### src/core/pst_pkg.sv
// Package: constants and carriers for the protection stage pick-up timer
package pst_pkg;
    // Measurement and setting widths
    localparam int MEAS_W = 18;  // Secondary current in mA, 1..250000
    localparam int PU_W = 12;  // Pick-up level in 0.01 per unit
    localparam int NOM_W = 14;  // Nominal current in mA
    localparam int DEF_W = 19;  // Definite delay in 5 ms steps
    localparam int DIAL_W = 12;  // Time dial in 0.01 s steps
    localparam int BASE_W = 20;  // Curve delay at unit dial, in ms
    localparam int TMR_W = 40;  // Operating timer in microseconds
    localparam int FLT_W = 3;  // Fault type code
    // Measurement span in mA
    localparam logic [MEAS_W-1:0] MEAS_MIN = 18'h00001;
    localparam logic [MEAS_W-1:0] MEAS_MAX = 18'h3D090;
    // Nominal current span in mA (0.2 A to 10 A)
    localparam logic [NOM_W-1:0] NOM_MIN = 14'h00C8;
    localparam logic [NOM_W-1:0] NOM_MAX = 14'h2710;
    // Release ratio in percent and its base
    localparam logic [6:0] REL_PCT = 7'h61;
    localparam logic [6:0] PCT_BASE = 7'h64;
    // Step sizes in milliseconds and their microsecond scale factors
    localparam int DEF_STEP_MS = 5;
    localparam int DIAL_STEP_MS = 10;
    localparam int US_PER_MS = 1000;
    localparam logic [12:0] DEF_STEP_US = 13'(DEF_STEP_MS * US_PER_MS);
    localparam logic [3:0] DIAL_STEP_US = 4'(DIAL_STEP_MS * US_PER_MS / 1000);
    // Reset defaults of the settings
    localparam logic [DEF_W-1:0] DEF_DELAY_RST = 19'h00008;  // 0.040 s
    localparam logic [DIAL_W-1:0] DIAL_RST = 12'h005;  // 0.05 s
    localparam logic [DIAL_W-1:0] DIAL_MIN = 12'h001;
    localparam logic [PU_W-1:0] PU_RST = 12'h064;  // 1.00 pu
    localparam logic [NOM_W-1:0] NOM_RST = 14'h03E8;  // 1 A
    // Stage states, one-hot
    typedef enum logic [3:0] {
        PST_IDLE = 4'h1,
        PST_START = 4'h2,
        PST_TRIP = 4'h4,
        PST_BLOCKED = 4'h8
    } pst_state_t;
    // Operator settings
    typedef struct packed {
        logic inverse_delay_mode;  // Low selects fixed_delay_mode
        logic curve_ieee;  // Low selects the IEC family
        logic [DEF_W-1:0] def_delay;
        logic [DIAL_W-1:0] dial;
        logic [PU_W-1:0] pickup_level;
        logic [NOM_W-1:0] nominal;
    } pst_cfg_t;
    // Block event record
    typedef struct packed {
        logic [MEAS_W-1:0] current;
        logic [FLT_W-1:0] fault;
    } pst_evt_t;
    localparam pst_cfg_t CFG_RST = '{1'b0, 1'b0, DEF_DELAY_RST, DIAL_RST,
        PU_RST, NOM_RST};
endpackage : pst_pkg

### src/core/pst_stage_timer.sv
// Protection stage: pick-up, blocking and trip timing in one module
// Functional notes
// - Compare measured magnitude against pick-up level at each program cycle strobe
// - Release pick-up below 97 percent of setting
// - Sample blocking input at each program cycle start
// - Unblocked pick-up asserts start, starts timing
// - Blocked pick-up shows blocked, suppresses start, trip
// - Block after start drops start, releases timing
// - Blocking issues display and stamped block event
// - Instantaneous mode trips together with start
// - Fixed mode trips after delay, pick-up held
// - Inverse mode delay follows setting to measurement
// - Inverse trip never before minimum; zero disables
// - Delay type selector, fixed mode after reset
// - Fixed delay in 5 ms steps, 40 ms default
// - Zero fixed delay means instantaneous operation
// - Curve family IEC or IEEE, inverse only
// - Nominal current 0.2 to 10 A as base
// - Measurement spans 0.001 A to 250 A
// - Time dial scales curve, 0.01 s steps
module pst_stage_timer #(
    parameter logic [15:0] CYC_US = 16'h03E8  // Program cycle length in us
) (
    // Clock, reset and enable
    input wire logic clk,
    input wire logic rst_b,
    input wire logic clk_en,
    // Program cycle strobe
    input wire logic cycle_tick,
    // Measurement path
    input wire logic [pst_pkg::MEAS_W-1:0] measured_magnitude,
    input wire logic [pst_pkg::FLT_W-1:0] fault_type,
    // Curve evaluator answer: delay at unit dial, in ms
    input wire logic [pst_pkg::BASE_W-1:0] curve_base_ms,
    // Settings and their load strobe
    input wire pst_pkg::pst_cfg_t cfg_in,
    input wire logic cfg_load,
    // Blocking matrix input
    input wire logic block_in,
    // Stage indications
    output logic pickup_o,
    output logic start_o,
    output logic trip_o,
    output logic blocked_o,
    output logic setting_fault_o,
    // Curve evaluator request
    output logic curve_active_o,
    output logic curve_ieee_o,
    // Event outputs
    output logic hmi_event_o,
    output logic block_event_o,
    output pst_pkg::pst_evt_t event_rec_o
);
    import pst_pkg::*;

    // One evaluation runs per program cycle strobe; between strobes state,
    // pick-up and timer hold, while the event pulse lasts one clock and the
    // setting outputs follow a load. Settings load on any enabled edge and
    // act at once, so a load in mid-timing moves the goal of the running timer.
    // The curve shape is computed outside this block and arrives as a
    // delay at unit dial; this block only scales it and applies the floor.
    // The timer counts microseconds so that the program cycle length and
    // the 5 ms setting step need no common divisor.
    // Blocking is read at the evaluating edge itself, which places it at
    // the start of that cycle's processing.

    pst_cfg_t cfg_ff;  // Active settings
    pst_state_t state_ff;  // Stage state
    pst_state_t nxt_state;
    logic pu_ff;  // Pick-up element
    logic block_ff;  // Block level seen at the last cycle start
    logic [TMR_W-1:0] timer_ff;  // Elapsed operating time in us
    logic [TMR_W-1:0] nxt_timer;
    logic evt_ff;  // Event pulse
    pst_evt_t evt_rec_ff;  // Event record

    // Measurement clamped to the representable span
    wire logic [MEAS_W-1:0] meas_c;
    assign meas_c = (measured_magnitude < MEAS_MIN) ? MEAS_MIN :
        (measured_magnitude > MEAS_MAX) ? MEAS_MAX :
        measured_magnitude;

    // Nominal clamped to its range; out of range is flagged
    wire logic nom_bad;
    wire logic [NOM_W-1:0] nom_c;
    assign nom_bad = (cfg_ff.nominal < NOM_MIN) || (cfg_ff.nominal > NOM_MAX);
    assign nom_c = (cfg_ff.nominal < NOM_MIN) ? NOM_MIN :
        (cfg_ff.nominal > NOM_MAX) ? NOM_MAX : cfg_ff.nominal;

    // Both sides scaled by 100 so the per-unit setting needs no divide
    wire logic [31:0] lvl_x100;
    wire logic [31:0] meas_x100;
    wire logic [38:0] lvl_rel;
    wire logic [38:0] meas_rel;
    assign lvl_x100 = 32'(cfg_ff.pickup_level) * 32'(nom_c);
    assign meas_x100 = 32'(meas_c) * 32'(PCT_BASE);
    assign lvl_rel = 39'(lvl_x100) * 39'(REL_PCT);
    assign meas_rel = 39'(meas_x100) * 39'(PCT_BASE);

    // Pick-up comparison and hysteresis band
    wire logic over_lvl;
    wire logic below_rel;
    wire logic nxt_pu;
    assign over_lvl = meas_x100 > lvl_x100;
    assign below_rel = meas_rel < lvl_rel;
    assign nxt_pu = pu_ff ? !below_rel : over_lvl;

    // One evaluation per program cycle, frozen by the enable
    wire logic eval;
    assign eval = clk_en && cycle_tick;

    // Delay targets in microseconds
    wire logic [TMR_W-1:0] def_us;
    wire logic [TMR_W-1:0] inv_us;
    wire logic [DIAL_W-1:0] dial_c;
    wire logic [TMR_W-1:0] target_us;
    wire logic instant;
    assign def_us = TMR_W'(cfg_ff.def_delay) * TMR_W'(DEF_STEP_US);
    assign dial_c = (cfg_ff.dial < DIAL_MIN) ? DIAL_MIN : cfg_ff.dial;
    // Curve value times dial; the curve itself comes from outside
    assign inv_us = TMR_W'(curve_base_ms) * TMR_W'(dial_c) *
        TMR_W'(DIAL_STEP_US);
    // Minimum floor; a zero floor leaves the curve alone
    assign target_us = (inv_us < def_us) ? def_us : inv_us;
    assign instant = !cfg_ff.inverse_delay_mode &&
        (cfg_ff.def_delay == '0);

    // Timer value after one more program cycle
    wire logic [TMR_W-1:0] timer_inc;
    wire logic [TMR_W-1:0] goal_us;
    wire logic timer_done;
    assign timer_inc = timer_ff + TMR_W'(CYC_US);
    assign goal_us = cfg_ff.inverse_delay_mode ? target_us :
        def_us;
    // Ratio only matters through the target, not through the timer
    assign timer_done = timer_inc >= goal_us;

    // Blocking is taken from the port in the evaluating cycle itself
    wire logic blk;
    assign blk = block_in;

    // Next state and timer
    always_comb begin
        nxt_state = state_ff;
        nxt_timer = timer_ff;
        // Defaults hold state and timer when no branch moves them
        case (state_ff)
            PST_IDLE: begin
                // Idle keeps the timer cleared for the next start
                nxt_timer = '0;
                if (nxt_pu && blk) begin
                    nxt_state = PST_BLOCKED;
                end else if (nxt_pu && instant) begin
                    nxt_state = PST_TRIP;
                end else if (nxt_pu) begin
                    nxt_state = PST_START;
                end
            end
            PST_START: begin
                // Release and block both abandon the running time
                if (blk || !nxt_pu) begin
                    // Block behaves as a pick-up release
                    nxt_state = PST_IDLE;
                    nxt_timer = '0;
                end else if (timer_done) begin
                    nxt_state = PST_TRIP;
                    nxt_timer = timer_inc;
                end else begin
                    nxt_timer = timer_inc;
                end
            end
            PST_TRIP: begin
                // Trip holds while picked up; a late block drops it
                if (blk || !nxt_pu) begin
                    nxt_state = PST_IDLE;
                    nxt_timer = '0;
                end
            end
            PST_BLOCKED: begin
                // No further processing until the pick-up releases
                if (!nxt_pu) begin
                    nxt_state = PST_IDLE;
                end
            end
            default: begin
                // Illegal codes fall back to a safe idle stage
                nxt_state = PST_IDLE;
                nxt_timer = '0;
            end
        endcase
    end

    // Event fires on any blocking of a picked-up stage
    wire logic blk_hit;
    assign blk_hit = eval && blk && nxt_pu &&
        (state_ff != PST_BLOCKED);

    // Settings register with reset defaults
    always_ff @(posedge clk or negedge rst_b) begin
        if (!rst_b) begin
            cfg_ff <= CFG_RST;
        end else if (clk_en && cfg_load) begin
            cfg_ff <= cfg_in;
        end
    end

    // Pick-up, block sample and state
    always_ff @(posedge clk or negedge rst_b) begin
        if (!rst_b) begin
            pu_ff <= 1'b0;
            block_ff <= 1'b0;
            state_ff <= PST_IDLE;
            timer_ff <= '0;
        end else if (eval) begin
            pu_ff <= nxt_pu;
            block_ff <= block_in;
            state_ff <= nxt_state;
            timer_ff <= nxt_timer;
        end
    end

    // Block event pulse and record of current and fault type
    always_ff @(posedge clk or negedge rst_b) begin
        if (!rst_b) begin
            evt_ff <= 1'b0;
            evt_rec_ff <= '0;
        end else if (clk_en) begin
            evt_ff <= blk_hit;
            if (blk_hit) begin
                evt_rec_ff <= '{meas_c, fault_type};
            end
        end
    end

    // Indications straight from state flops; setting fault decoded from the settings register
    assign pickup_o = pu_ff;
    assign start_o = (state_ff == PST_START) || (state_ff == PST_TRIP);
    assign trip_o = state_ff == PST_TRIP;
    assign blocked_o = state_ff == PST_BLOCKED;
    assign setting_fault_o = nom_bad;
    // Family select only reaches the evaluator in inverse mode
    assign curve_active_o = cfg_ff.inverse_delay_mode;
    assign curve_ieee_o = cfg_ff.inverse_delay_mode &&
        cfg_ff.curve_ieee;
    assign hmi_event_o = evt_ff;
    assign block_event_o = evt_ff;
    assign event_rec_o = evt_rec_ff;
endmodule : pst_stage_timer

### config.mk
export PLATFORM = sky130hd
export DESIGN_NAME = pst_stage_timer
export DESIGN_NICKNAME = d
export VERILOG_FILES = /design/src/core/pst_pkg.sv /design/src/core/pst_stage_timer.sv
export SDC_FILE = /design/constraint.sdc
export NUM_CORES = 2
export LEC_CHECK = 0
export ABC_AREA = 0
export BUFFER_PORTS_ARGS = -buffer_cell sky130_fd_sc_hd__buf_4
export CAP_MARGIN = 20
export CELL_PAD_IN_SITES_DETAIL_PLACEMENT = 0
export CELL_PAD_IN_SITES_GLOBAL_PLACEMENT = 2
export CORE_UTILIZATION = 37
export CTS_CLUSTER_SIZE = 40
export DETAILED_ROUTE_END_ITERATION = 10
export PLACE_DENSITY = 0.77
export SYNTH_ARGS = -nofsm -noshare
export SYNTH_HDL_FRONTEND = slang
export SYNTH_SLANG_ARGS = --single-unit
### constraint.sdc
create_clock -name clk -period 18.41 [get_ports clk]
set_input_delay 0.9205 -clock clk [delete_from_list [all_inputs] [get_ports clk]]
set_output_delay 0.9205 -clock clk [all_outputs]
set_load 0.01 [all_outputs]
==> results.txt <==
- Weighted congestion reported at the end of routability-driven placement: 0.8435
- Clock tree from TritonCTS: done
- Number of nets at the end of the flow: 5044
- DRT Wirelength: 82.79 mm
- Counting flops with an async set or reset pin after synthesis yields a share of 1.000.
* Sequential area share after synthesis: 0.09326
- Wire length on met1: between 40 and 50 mm
* CTS H-tree lvls: 4
- The most used flip-flop cell after synthesis is sky130_fd_sc_hd__dfrtp_1.
- The library cell used most frequently in the layout, excluding fill and tap cells, is sky130_fd_sc_hd__inv_1.
* Timing startpoint of the critical path: cfg_ff[32]
- Number of buffers and inverters on the critical path: 4
- The first global-routing pass estimated 136.9 mm of wire.
* I/O pin total: about 140
- Commonest cells after routing, fill and taps aside: sky130_fd_sc_hd__inv_1 (737), sky130_fd_sc_hd__ha_1 (625), sky130_fd_sc_hd__nand2_1 (472)
* Critical path depth in cells: between 50 and 60
* # DRC: 30
- The number of nets in the synthesized netlist is 4987.
- The worst register-to-register path has a depth of 53.
- Height of the die: 301.5 um
* Critical Setup Path Class: flop to flop
- Initial antenna violation count: 2
- R2R Setup Slk: 4510 ps
- Number of instances in the synthesized netlist: 3862
- HPWL reported at the end of detailed placement: ~69 mm
- The worst setup path is captured at a flop.
- The die covers 90880 um2.
- Summed over all failing endpoints, the final setup total negative slack is 0 ps.
- Worst-margin pin slew: between 1000 and 1500 ps
* CP max stage delay: between 700 and 800 ps
- Across every metal layer, demand over resource in global routing totals 0.1891.
* Number of synthesized register bits: 123
* Worst-path clk slew: 70 ps
- 0 antenna diodes ended up in the layout.
* Unrepaired setup endpoints after global routing: no
- Final setup vio count: 0
- Synth-to-layout area growth: 8.274%
- Fraction of layout cells with a size suffix above 1: 0.07909
- STA classifies the critical path startpoint as a flop.
- Final Slew Violations: 0
- Each instance of the synthesized netlist takes up on average 8.591 um2.
- For this block, the initial DRC count from the detailed router was around 940.
- Total CTS buffers: 17
* Top fanout value on the critical path: 57
* Ratio of routed vias to standard cells: 4.950
- The first TritonRoute pass finished after 8 iterations.
- Worst-case clock buffer depth: 2
- Total of fill cells in the finished design: 9165
* Number of gates given a new drive strength after cts: 0
- Following the worst setup path forward leads to its endpoint at state_ff[3].
- Summed instance area of the synthesized netlist: between 30000 and 40000 um2
* Horizontal die dimension: 301.5 um
- The final reports fail on DRC.
- The number of endpoints with negative hold slack in the final report is 0.
- Data arrival time of the critical path: roughly 14000 ps
- The clock arrives with 23.68 ps of skew.
- Among all stages on the critical path, the largest delay is contributed by sky130_fd_sc_hd__dfrtp_1.
- The via count of the first global-routing pass came to approximately 25000.
* Post-CTS Setup Bufs: 0
- Across the run, the number of max-cap violations was 0.
- Critical register-to-register path endpoint: state_ff[3]
- In the finished design, the share of the clock period the worst path needs comes to 0.7552.
* Maximum achievable frequency: roughly 0.07 GHz
* Num rows: 109
- Port buffering added around 140 buffers.
* Tmin final: 13900 ps
- The core region is roughly 89000 um2.
- Once detail routing completed, the nets flagged for antenna violations numbered 0.
* Number of library cell types mapped by synthesis: 88
- Detail Route met3 WL: 3.728 mm
- Worst Hold Class: input pin to asynchronous set/reset pin
* Remaining global-route overflow: 0
- The routed layout has 25230 vias.
* Relative slew margins: 0.3178
- Top cell family by delay on the critical path: compound AO/OA/AOI/OAI gates
* CP required: 18770 ps
- EDFF count, synth: 0
* Status: finished, violations left
- Met2 WL post-DR: approximately 34 mm
* Hold bufs inserted after CTS: 0
- Clock tree synthesis found a total of 123 sinks.
- The later pin in the worst-skew pair is clocked with a latency of 500 ps.
- In the final routed layout, each cell accounts on average for 16.24 um.
* Synthesis Warnings: 0
* Uppermost layer routed: met5
- The root buffer cell chosen for the clock tree is sky130_fd_sc_hd__clkbuf_16.
- Maximum number of pins on one net before global-route repair: 64
- Startpoint of the worst-slack reg-to-reg timing path: cfg_ff[32]
- For this configuration, the core starts out at a cell density of 0.3743.
==> synthesized netlist by cell type (5+ instances only) <==
master	n	area [um2]
sky130_fd_sc_hd__a2111oi_0	6	52.55
sky130_fd_sc_hd__a211o_1	9	78.83
sky130_fd_sc_hd__a211oi_1	21	157.7
sky130_fd_sc_hd__a21o_1	84	630.6
sky130_fd_sc_hd__a21oi_1	174	870.8
sky130_fd_sc_hd__a31oi_1	19	118.9
sky130_fd_sc_hd__and2_1	130	813.3
sky130_fd_sc_hd__and3_1	27	168.9
sky130_fd_sc_hd__and4_1	8	70.07
sky130_fd_sc_hd__buf_1	5	18.77
sky130_fd_sc_hd__buf_2	9	45.04
sky130_fd_sc_hd__buf_4	6	45.04
sky130_fd_sc_hd__clkbuf_1	84	315.3
sky130_fd_sc_hd__dfrtp_1	110	2753
sky130_fd_sc_hd__dfstp_2	13	341.6
sky130_fd_sc_hd__fa_1	394	7888
sky130_fd_sc_hd__ha_1	625	7820
sky130_fd_sc_hd__inv_1	737	2766
sky130_fd_sc_hd__mux2_2	76	855.8
sky130_fd_sc_hd__nand2_1	473	1775
sky130_fd_sc_hd__nand2b_1	34	212.7
sky130_fd_sc_hd__nand3_1	83	415.4
sky130_fd_sc_hd__nand4_1	33	206.5
sky130_fd_sc_hd__nor2_1	146	548.0
sky130_fd_sc_hd__nor2b_1	29	181.4
sky130_fd_sc_hd__nor3_1	35	175.2
sky130_fd_sc_hd__nor4_1	17	106.4
sky130_fd_sc_hd__o2111ai_1	5	43.79
sky130_fd_sc_hd__o211ai_1	5	37.54
sky130_fd_sc_hd__o21a_1	36	270.3
sky130_fd_sc_hd__o21ai_0	90	450.4
sky130_fd_sc_hd__o21bai_1	16	120.1
sky130_fd_sc_hd__o22ai_1	7	43.79
sky130_fd_sc_hd__o31a_1	5	43.79
sky130_fd_sc_hd__o31ai_1	13	97.59
sky130_fd_sc_hd__or2_2	11	68.82
sky130_fd_sc_hd__or3_1	8	50.05
sky130_fd_sc_hd__xnor2_1	125	1095
sky130_fd_sc_hd__xor2_1	63	551.8
==> stage by stage <==
stage	setup slack (ps)	instance area [um2]	instances	util	hold WS [ps]
2_1_floorplan	6285	33180	3862	-	471.3
3_3_place_gp	4481	35300	5065	0.3983	479.0
3_5_place_dp	4495	35300	5065	0.3983	493.9
4_1_cts	4397	35920	5097	0.4053	419.8
5_1_grt	3493	35920	5097	0.4053	453.9
6_report	4506	35920	5097	0.4053	416.2
==> state kept, by name (all words and copies together) (netlist names) <==
name            count
block_event_o       1
cfg_ff             58
curve_active_o      1
event_rec_o        21
pickup_o            1
state_ff            4
timer_ff           37
==> area by class of cell <==
class	instances	area, um2	share of cell area
Inverter	737	2766	0.07701
Multi-Input combinational cell	2898	26920	0.7492
Clock inverter	15	195.2	0.005433
Clock buffer	17	425.4	0.01184
Sequential cell	123	3094	0.08613
Tap cell	1165	1458	0.04058
Timing Repair Buffer	142	1070	0.02978
==> cells by family after synthesis <==
logic type / Yosys count / share of synthesized area
buf+inv: 841 / 0.09616
flops: 123 / 0.09326
xor+xnor: 188 / 0.04963
fa+ha+maj: 1019 / 0.4734
compound gates: 551 / 0.1090
mux: 81 / 0.02738
simple gates: 1059 / 0.1512
==> layer usage <==
| metal | track usage | vias up |
|---|---|---|
| li1 | - | 12680 |
| met1 | 0.2937 | 12080 |
| met2 | 0.2727 | 396 |
| met3 | 0.03278 | 61 |
| met4 | 0.03139 | 4 |
| met5 | 0 | - |
==> worst min-delay path by stage <==
stage | startpoint | endpoint | slack, ps | depth (start not counted)
3_3_place_gp | cfg_ff[57] | cfg_ff[57] | 480 | 1
6_report | rst_b | cfg_ff[23] | 420 | 1
4_1_cts | rst_b | cfg_ff[23] | 420 | 1
3_5_place_dp | cfg_ff[57] | cfg_ff[57] | 490 | 1
5_1_grt | rst_b | cfg_ff[23] | 450 | 1
2_1_floorplan | cfg_ff[57] | cfg_ff[57] | 470 | 1
Power is not shown: default switching activity piles up to over one toggle a cycle in this logic, so the estimate is an artifact.
